==> src/dic_regs.svh <==
// register offsets, source bit positions and reset values of the interrupt controller
`ifndef DIC_REGS_SVH
`define DIC_REGS_SVH

// ============================================================
// register offsets (byte addresses)
`define DIC_ADDR_W 12
`define DIC_OFF_IRQ_STATUS 12'h180
`define DIC_OFF_IRQ_RAW 12'h184
`define DIC_OFF_IRQ_ENABLE 12'h188
`define DIC_OFF_IRQ_ENCLR 12'h18C
`define DIC_OFF_IRQ_SOFT 12'h190
`define DIC_OFF_FIQ_STATUS 12'h280
`define DIC_OFF_FIQ_RAW 12'h284
`define DIC_OFF_FIQ_ENABLE 12'h288
`define DIC_OFF_FIQ_ENCLR 12'h28C
`define DIC_OFF_FIQ_SOFT 12'h290
`define DIC_OFF_DB_MASK 12'h154
`define DIC_OFF_DOORBELL 12'h158
`define DIC_OFF_TMR1_CLR 12'h30C
`define DIC_OFF_TMR2_CLR 12'h32C
`define DIC_OFF_TMR3_CLR 12'h34C
`define DIC_OFF_TMR4_CLR 12'h36C

// ============================================================
// source bit positions
`define DIC_BIT_SOFT 1
`define DIC_BIT_CON_RX 2
`define DIC_BIT_CON_TX 3
`define DIC_BIT_TMR 4
`define DIC_BIT_EXT 8
`define DIC_BIT_XCS 12
`define DIC_BIT_DOOR 15
`define DIC_BIT_DMA 16
`define DIC_BIT_PCI_IRQ 18
`define DIC_BIT_POWER_MGMT_CTL_STATUS 19
`define DIC_BIT_BUILT_IN_SELF_TEST_REG 22
`define DIC_BIT_SERR 23
`define DIC_BIT_SDRAM 24
`define DIC_BIT_POST 25
`define DIC_BIT_DISCARD 27
`define DIC_BIT_PCI_ERR 28
`define DIC_BUILT_IN_SELF_TEST_REG_START_BIT 6

// ============================================================
// reset values and fixed patterns
`define DIC_RESERVED_MASK 32'h0430_0001
`define DIC_ZERO32 32'h0000_0000
`endif

==> src/dic_pkg.sv <==
// types shared by the dual interrupt controller
package dic_pkg;
   typedef logic [31:0] dic_word_t;
   typedef struct packed {
      dic_word_t raw;
      dic_word_t irq_en;
      dic_word_t fiq_en;
      dic_word_t irq_stat;
      dic_word_t fiq_stat;
      dic_word_t rdata;
      logic irq_n;
      logic fiq_n;
   } dic_state_t;
endpackage

==> src/dic_top.sv <==
// dual (normal and fast) interrupt controller with shared raw source vector
//
// Behaviour
// - raw bits 4-7 follow timers one to four; any write to timer clear clears.
// - bits 8-11 external inputs, 12-14 chip selects, 18 PCI line; cleared at source.
// - bit 15 host doorbell; cleared by writing doorbell mask or doorbell register.
// - bits 16,17 DMA channels; cleared by write-one flag in DMA control.
// - bit 19 set by host power-management write, cleared by local write.
// - bit 22 self-test start; cleared by writing zero to self-test bit 6.
// - bits 23,24,27 cleared by write-one flags in processor control register.
// - bit 25 stays active until all inbound posted entries are retired.
// - bits 28-31 PCI errors; cleared by write-one flags in PCI status.
// - masked status reads raw AND that controller's enable mask; read-only.
// - each active-low request is the NOR of its 32 masked status bits.
// - both raw status registers read the same vector; neither is writable.
// - enable masks read-only, reset to zero, changed only by set/clear writes.
// - enable-set write sets mask bits whose data bit is one.
// - enable-clear write clears mask bits whose data bit is one; not readable.
// - soft write loads data bit 1 into raw bit 1, ignores others.
// - no priority; each source enabled independently for normal and fast.
// - all sources level-sensitive, held until cleared at their source.
// - reserved positions 0, 20, 21, 26 read zero; software writes zero.
//
// Strobed register access is this design's own decision.
`timescale 1ns/1ns
`default_nettype none
`include "dic_regs.svh"

module dic_top
   import dic_pkg::*;
(
   // clock and reset
   input wire logic clk,
   input wire logic reset,
   // register port
   input wire logic [`DIC_ADDR_W-1:0] reg_addr,
   input wire logic [31:0] reg_wdata,
   input wire logic reg_wr,
   input wire logic reg_rd,
   output logic [31:0] reg_rdata,
   // level sources, active high unless named _n
   input wire logic console_rx_irq,
   input wire logic console_tx_irq,
   input wire logic [3:0] ext_irq_n,
   input wire logic [2:0] xbus_cs_n,
   input wire logic pci_irq_n,
   input wire logic inbound_post_pending,
   // event pulses that set sticky sources
   input wire logic [3:0] timer_expire,
   input wire logic host_doorbell_event,
   input wire logic [1:0] dma_done,
   input wire logic host_power_mgmt_ctl_status_write,
   input wire logic built_in_self_test_reg_start_request,
   input wire logic [2:0] ctl_error_event,
   input wire logic [3:0] pci_error_event,
   // clear strobes from the owning registers
   input wire logic [1:0] dma_flag_clear,
   input wire logic local_power_mgmt_ctl_status_write,
   input wire logic built_in_self_test_reg_reg_write,
   input wire logic built_in_self_test_reg_wdata_start,
   input wire logic [2:0] ctl_flag_clear,
   input wire logic [3:0] pci_flag_clear,
   // requests to the processor core
   output logic normal_request_n,
   output logic fast_request_n
);

   // ============================================================
   // helpers

   // sticky flag update: a set in the clear cycle wins
   function automatic logic sticky(input logic q, input logic set, input logic clr);
      sticky = set | (q & ~clr);
   endfunction

   function automatic logic hit(input logic [`DIC_ADDR_W-1:0] a,
                                input logic [`DIC_ADDR_W-1:0] off);
      hit = (a == off);
   endfunction

   // ============================================================
   // state

   dic_state_t s;
   dic_state_t next_s;

   logic wr_tmr [4];
   logic wr_door;

   always_comb begin
      wr_tmr[0] = reg_wr && hit(reg_addr, `DIC_OFF_TMR1_CLR);
      wr_tmr[1] = reg_wr && hit(reg_addr, `DIC_OFF_TMR2_CLR);
      wr_tmr[2] = reg_wr && hit(reg_addr, `DIC_OFF_TMR3_CLR);
      wr_tmr[3] = reg_wr && hit(reg_addr, `DIC_OFF_TMR4_CLR);
      wr_door = reg_wr && (hit(reg_addr, `DIC_OFF_DB_MASK) ||
                           hit(reg_addr, `DIC_OFF_DOORBELL));
   end

   always_comb begin
      next_s = s;

      // soft source: both soft locations drive the one shared raw bit
      if (reg_wr && (hit(reg_addr, `DIC_OFF_IRQ_SOFT) ||
                     hit(reg_addr, `DIC_OFF_FIQ_SOFT))) begin
         next_s.raw[`DIC_BIT_SOFT] = reg_wdata[`DIC_BIT_SOFT];
      end

      // level sources are resampled every cycle
      next_s.raw[`DIC_BIT_CON_RX] = console_rx_irq;
      next_s.raw[`DIC_BIT_CON_TX] = console_tx_irq;
      next_s.raw[`DIC_BIT_EXT +: 4] = ~ext_irq_n;
      next_s.raw[`DIC_BIT_XCS +: 3] = ~xbus_cs_n;
      next_s.raw[`DIC_BIT_PCI_IRQ] = ~pci_irq_n;
      next_s.raw[`DIC_BIT_POST] = inbound_post_pending;

      // timers: any data written to the clear location clears
      for (int i = 0; i < 4; i++) begin
         next_s.raw[`DIC_BIT_TMR + i] =
            sticky(s.raw[`DIC_BIT_TMR + i], timer_expire[i], wr_tmr[i]);
      end

      next_s.raw[`DIC_BIT_DOOR] =
         sticky(s.raw[`DIC_BIT_DOOR], host_doorbell_event, wr_door);

      for (int i = 0; i < 2; i++) begin
         next_s.raw[`DIC_BIT_DMA + i] =
            sticky(s.raw[`DIC_BIT_DMA + i], dma_done[i], dma_flag_clear[i]);
      end

      next_s.raw[`DIC_BIT_POWER_MGMT_CTL_STATUS] =
         sticky(s.raw[`DIC_BIT_POWER_MGMT_CTL_STATUS], host_power_mgmt_ctl_status_write, local_power_mgmt_ctl_status_write);

      next_s.raw[`DIC_BIT_BUILT_IN_SELF_TEST_REG] =
         sticky(s.raw[`DIC_BIT_BUILT_IN_SELF_TEST_REG], built_in_self_test_reg_start_request,
                built_in_self_test_reg_reg_write && !built_in_self_test_reg_wdata_start);

      next_s.raw[`DIC_BIT_SERR] =
         sticky(s.raw[`DIC_BIT_SERR], ctl_error_event[0], ctl_flag_clear[0]);
      next_s.raw[`DIC_BIT_SDRAM] =
         sticky(s.raw[`DIC_BIT_SDRAM], ctl_error_event[1], ctl_flag_clear[1]);
      next_s.raw[`DIC_BIT_DISCARD] =
         sticky(s.raw[`DIC_BIT_DISCARD], ctl_error_event[2], ctl_flag_clear[2]);

      for (int i = 0; i < 4; i++) begin
         next_s.raw[`DIC_BIT_PCI_ERR + i] =
            sticky(s.raw[`DIC_BIT_PCI_ERR + i], pci_error_event[i], pci_flag_clear[i]);
      end

      // reserved positions never set
      next_s.raw = next_s.raw & ~`DIC_RESERVED_MASK;

      // enable masks: one write per cycle, so arrival order decides
      if (reg_wr) begin
         case (reg_addr)
            `DIC_OFF_IRQ_ENABLE: next_s.irq_en = s.irq_en | reg_wdata;
            `DIC_OFF_IRQ_ENCLR: next_s.irq_en = s.irq_en & ~reg_wdata;
            `DIC_OFF_FIQ_ENABLE: next_s.fiq_en = s.fiq_en | reg_wdata;
            `DIC_OFF_FIQ_ENCLR: next_s.fiq_en = s.fiq_en & ~reg_wdata;
            default: begin
            end
         endcase
      end

      // status and requests from the next values: one clock behind the cause
      next_s.irq_stat = next_s.raw & next_s.irq_en;
      next_s.fiq_stat = next_s.raw & next_s.fiq_en;
      next_s.irq_n = ~|next_s.irq_stat;
      next_s.fiq_n = ~|next_s.fiq_stat;

      // read data stand only in the cycle after the strobe
      next_s.rdata = `DIC_ZERO32;
      if (reg_rd) begin
         case (reg_addr)
            `DIC_OFF_IRQ_STATUS: next_s.rdata = s.irq_stat;
            `DIC_OFF_FIQ_STATUS: next_s.rdata = s.fiq_stat;
            `DIC_OFF_IRQ_RAW: next_s.rdata = s.raw;
            `DIC_OFF_FIQ_RAW: next_s.rdata = s.raw;
            `DIC_OFF_IRQ_ENABLE: next_s.rdata = s.irq_en;
            `DIC_OFF_FIQ_ENABLE: next_s.rdata = s.fiq_en;
            // write-only and unmapped locations read as zero
            default: next_s.rdata = `DIC_ZERO32;
         endcase
      end
   end

   always_ff @(posedge clk) begin
      if (reset) begin
         s.raw <= `DIC_ZERO32;
         s.irq_en <= `DIC_ZERO32;
         s.fiq_en <= `DIC_ZERO32;
         s.irq_stat <= `DIC_ZERO32;
         s.fiq_stat <= `DIC_ZERO32;
         s.rdata <= `DIC_ZERO32;
         s.irq_n <= 1'b1;
         s.fiq_n <= 1'b1;
      end else begin
         s <= next_s;
      end
   end

   assign reg_rdata = s.rdata;
   assign normal_request_n = s.irq_n;
   assign fast_request_n = s.fiq_n;
endmodule
`default_nettype wire

==> config.mk <==
export PLATFORM = sky130hd
export DESIGN_NAME = dic_top
export DESIGN_NICKNAME = d
export VERILOG_FILES = /design/src/dic_pkg.sv /design/src/dic_top.sv
export VERILOG_INCLUDE_DIRS = /design/src /design/src/src
export SDC_FILE = /design/constraint.sdc
export NUM_CORES = 1
export LEC_CHECK = 0
export BUFFER_PORTS_ARGS = -buffer_cell sky130_fd_sc_hd__clkbuf_2
export CAP_MARGIN = 20
export CORE_ASPECT_RATIO = 1.2
export CORE_MARGIN = 5
export CORE_UTILIZATION = 60
export DETAILED_ROUTE_END_ITERATION = 16
export PLACE_DENSITY = 0.94
export SYNTH_ARGS = -nofsm -noshare
export SYNTH_HDL_FRONTEND = slang
export SYNTH_SLANG_ARGS = --single-unit
==> constraint.sdc <==
create_clock -name clk -period 8 [get_ports clk]
set_input_delay 0.8 -clock clk [delete_from_list [all_inputs] [get_ports clk]]
set_output_delay 0.8 -clock clk [all_outputs]
set_load 0.01 [all_outputs]
# ---- After elaboration in Yosys (flattened, before gate mapping)
# Index checks and enable logic that the tools add are counted.
dict set report word_totals {
  register_bits 194
  output_inout_bits 34
  input_bits 87
}
dict set report classes {
  n_eq_ne 16
  muxes 5
  n_reduce_logical 16
  bitwise 59
}
# op n
set ops {}
lappend ops {{one-hot mux 32 bit (5 select lines)} 1}
lappend ops {{AND 32 bit} 4}
lappend ops {{one-hot mux 32 bit (2 select lines)} 2}
lappend ops {{== test 12 x 10 -> 1 bit, second input constant} 9}
lappend ops {{== test 12 x 9 -> 1 bit, second input constant} 7}
lappend ops {{two-way mux 64 bit} 1}
lappend ops {{bitwise OR 32 bit} 2}
lappend ops {{OR reduction 32 bit} 2}
lappend ops {{NOT 32 bit} 1}
lappend ops {{NOT 1 bit} 18}
lappend ops {{AND 1 bit} 16}
lappend ops {{bitwise OR 1 bit} 16}
lappend ops {{logical AND 1 bit} 7}
lappend ops {{NOT 4 bit} 1}
lappend ops {{OR reduction 2 bit} 2}
lappend ops {{zero test 1 bit} 3}
lappend ops {{NOT 3 bit} 1}
lappend ops {{logical OR 1 bit} 2}
lappend ops {{two-way mux 1 bit} 1}

# ---- Depth between registers and ports, before layout
dict set report logic_depth {
  depth_word 9
  mapped_depth 10
  mapped_depth_nobuf 7
}

# ---- Least setup slack after synthesis
# Ideal clock, no wire load.
dict set report synth_path {
  kind {input-to-reg}
  start {input port reg_addr[5]}
  end {register s, in the netlist fast_request_n}
  setup_time_ns 0.060
  slack_ns 4.633
  required_ns 7.940
  cell_stages 8
  t_arrival_ns 3.307
  path_cell_list {or4b_1 > buf_2 > or4_4 > o21a_1 > a22o_1 > or4_1 > nor4_1 > a41o_1}
}
dict set report synth_between {
  elab_chain_len 9
}
# element line_no
set synth_rtl {}
lappend synth_rtl {{start, declared} dic_top.sv:36} ;# input wire logic [`DIC_ADDR_W-1:0] reg_addr,
lappend synth_rtl {{== test 12 x 9 -> 1 bit} dic_top.sv:78} ;# hit = (a == off);
lappend synth_rtl {{logical OR 1 bit} dic_top.sv:95} ;# wr_door = reg_wr && (hit(reg_addr, `DIC_OFF_DB_MASK) ||
lappend synth_rtl {{logical AND 1 bit} dic_top.sv:95}
lappend synth_rtl {{NOT 1 bit} dic_top.sv:73} ;# sticky = set | (q & ~clr);
lappend synth_rtl {{AND 1 bit} dic_top.sv:73}
lappend synth_rtl {{bitwise OR 1 bit} dic_top.sv:73}
lappend synth_rtl {{AND 32 bit (*)} dic_top.sv:166} ;# next_s.fiq_stat = next_s.raw & next_s.fiq_en;
lappend synth_rtl {{OR reduction 32 bit (*)} dic_top.sv:168} ;# next_s.fiq_n = ~|next_s.fiq_stat;
lappend synth_rtl {{zero test 1 bit (*)} dic_top.sv:168}
lappend synth_rtl {{end signal, assigned} dic_top.sv:197} ;# s <= next_s;
lappend synth_rtl {{end, declared} dic_top.sv:84} ;# dic_state_t s;
# Every way passes the cells marked *; elsewhere a longest branch is shown, timed or not.
# A chain may end at the register's enable or synchronous reset.

# ---- Final worst setup path
# Ends and elaborated chain as after synthesis.

==> results.md <==
* # IOs at 121
* Pre-Repair DR Iteration Count at 7
* Die width at 111.4 µm
* Clock slew at reported path FFs at 0.07 ns
* CTS sink cnt at 182
* Share of the synthesized area in the top cell type at 49.18%
* Simple-gate area share of the yosys netlist at 17.63%
* Fin cells at 1101
* Post-synthesis xor/xnor area fraction at 0.2364%
* Synth area leaders: dfxtp_1, a22oi_1, nor2_1
* Measured slew at the worst slew-check pin at 0.7783 ns
* Leak at 3.171 nW
* RSZ-0062 raised after global routing: no
* Nets at 1016
* Initial antenna violation count at 0
* Clk root buf: clkbuf_16
* Crit path max fanout at 32
* Period utilisation layout at 44.95%
* Slew Limit Fails at 0
* First-pass GRT wire length at 34090 µm
* CTS max path bufs at 2
* Setup TNS at 0 ns
* Post-synth top area cell: dfxtp_1
* GRT overflow at 0
* Register area at 0.003643 mm²
* Async SR Flop Fraction at 0%
* Finished Cell Area at 0.008414 mm²
* Multi-input logic area at 0.003203 mm²
* Compound-Gate Fraction of Synth Area at 23.49%
* H-tree depth at 4
* Final Hold Violating Endpoints at 0
* Main synth FF type: dfxtp_1
* Largest family of logic cells by synthesized area: compound AO/OA/AOI/OAI gates
* PwrDens at 213.4 mW/mm²
* Hold Path Stages at 2
* Synth Area in Adders at 0%
* Status: finished clean
* CTS tree: yes
* Worst setup EP type: register
* Multiplexer share of the synthesized area at 1.486%
* Worst skew pair latency at 0.43 ns
* Post-Place Cells at 1071
* # diodes at 0
* Flops & latches, synth at 182
* Worst-case reg-to-reg path depth at 5
* # resized after CTS at 0
* Critical path class: input pin to register
* Synth Instances at 868
* Die area at 0.01468 mm²
* Post-synthesis sequential area ratio at 49.18%
* Worst vdd ir at 0.0001329 V
* ANT nets after route at 0
* Worst slew margin at 48.11%
* Total number of vias at 7065
* Worst hold path class: register to register
* Post-DR wirelength/cell at 19.37 µm
* Fin Clk Skew at 0.006910 ns
* FP Rows at 44
* Hold Buf Count CTS at 0
* Pin count of the biggest net entering global routing at 80
* Core area at 0.01211 mm²
* Starting Density at 61.17%
* Setup violators final at 0
* Setup bufs post-CTS at 0
* Synth warn at 0
* Fill cell count at 914
* Critical Path AT at 3.96 ns
* Vias in the first global route at 6886
* Post-synthesis area per instance at 8.535 µm²
* # DRC at 0
* Area after DPL at 0.007858 mm²
* Synth Net Count at 955
* Max cap viols at 0
* Synthesized area at 0.007408 mm²
* Routability cong. at 0.8897
* Minimum clock period at 3.596 ns
* Share of cells above drive strength 1 at 18.51%
* Vias per cell at 6.417
* EDFF count, synth at 0
* Buffers on Ports at 120
* Die H at 131.7 µm
* Detailed router's first-iteration violation count at 898
* Layout area overhead at 13.58%
* Critical path required time at 8.37 ns
* F_max at 278.1 MHz
* Netlist cell types at 48
* Placed wire-length estimate at 13870 µm
* Worst setup SP type: input pin
* WL final at 21330 µm
* Global Route Usage Sum at 28.60%
* TritonCTS buffer count at 17
## critical path: stages
cell and delay [ns]:
clkbuf_2 0.12, or4b_1 0.70, or4_4 0.75, o21ai_0 0.32, o22ai_1 0.16, or4_1 0.56
nor4_1 0.33, a41o_1 0.20
## state kept, by name, summed over array words and instances (netlist names)
register          cells
fast_request_n        1
s                   148
normal_request_n      1
reg_rdata            32
## cells in the final DEF (no fill, tap or decap), types with 35 or more instances in the layout
cell,Yosys,final
a22oi_1,63,63
a31oi_1,39,39
clkbuf_2,0,119
dfxtp_1,182,182
inv_1,35,35
nand2_1,64,64
nor2_1,111,110
o21a_1,35,35
o21ai_0,51,51
## where the power goes
group	internal (mW)	leakage, nW	switching, mW
logic	0.0307	1.44	0.0629
registers	0.914	1.47	0.00401
clock network	0.443	0.261	0.340
total	1.39	3.17	0.407
## final cells by class
type	count	area share, %
Tap cell	161	2.394
Multi-Input combinational cell	563	38.07
Sequential cell	182	43.30
Clock buffer	20	5.428
Clock inverter	10	1.190
Timing Repair Buffer	130	8.059
Inverter	35	1.561
## cell families after synthesis
logic type,after synthesis
flip-flops,182
XOR/XNOR,2
AND/OR/NAND/NOR,283
buffers and inverters,123
multiplexers,11
AO/OA/AOI/OAI,267
## stage by stage
step | hold slack, ns | total power [mW] | worst slack [ns] | util [%]
floorplan | 0.4432 | 0.9825 | 4.633 | -
global placement | 0.4533 | 1.026 | 4.112 | 64.88
detailed placement | 0.4563 | 1.028 | 4.024 | 64.88
CTS | 0.4662 | 1.796 | 4.447 | 69.47
global route | 0.4882 | 1.849 | 4.260 | 69.47
finish | 0.4638 | 1.796 | 4.404 | 69.47
## synth_stat cells, types with 3 or more instances
master	n
dfxtp_1	182
nor2_1	111
nand2_1	64
a22oi_1	63
o21ai_0	51
clkbuf_1	50
a31oi_1	39
inv_1	35
o21a_1	35
nor3_1	34
a21oi_1	32
buf_4	32
nand3_1	20
o22ai_1	20
nor2b_1	12
mux2i_1	11
a21boi_0	10
nand2b_1	7
nor4_1	7
or4_1	6
or2_2	5
buf_1	4
o2bb2ai_1	3
or3_1	3
## worst paths after layout
kind,start,endpoint,slack [ns]
setup / recovery,reg_addr[5],fast_request_n$_SDFF_PP1_,4.40
setup reg to reg,s[185]$_SDFF_PP0_,fast_request_n$_SDFF_PP1_,5.91
hold / removal,s[172]$_SDFF_PP0_,reg_rdata[10]$_SDFF_PP0_,0.46
hold reg to reg,s[172]$_SDFF_PP0_,reg_rdata[10]$_SDFF_PP0_,0.46
## routing by layer
| metal | share of wire (%) | up-vias | GRT usage (%) | wire length (µm) |
|---|---|---|---|---|
| met2 | 48 | 495 | 45.77 | 10150 |
| met5 | 0 | - | 0 | 0 |
| met1 | 37 | 3300 | 34.10 | 7921 |
| li1 | - | 3178 | - | - |
| met4 | 4.4 | 0 | 17.11 | 947 |
| met3 | 11 | 92 | 8.096 | 2318 |
No activity file was read; power rests on OpenSTA's default activity.
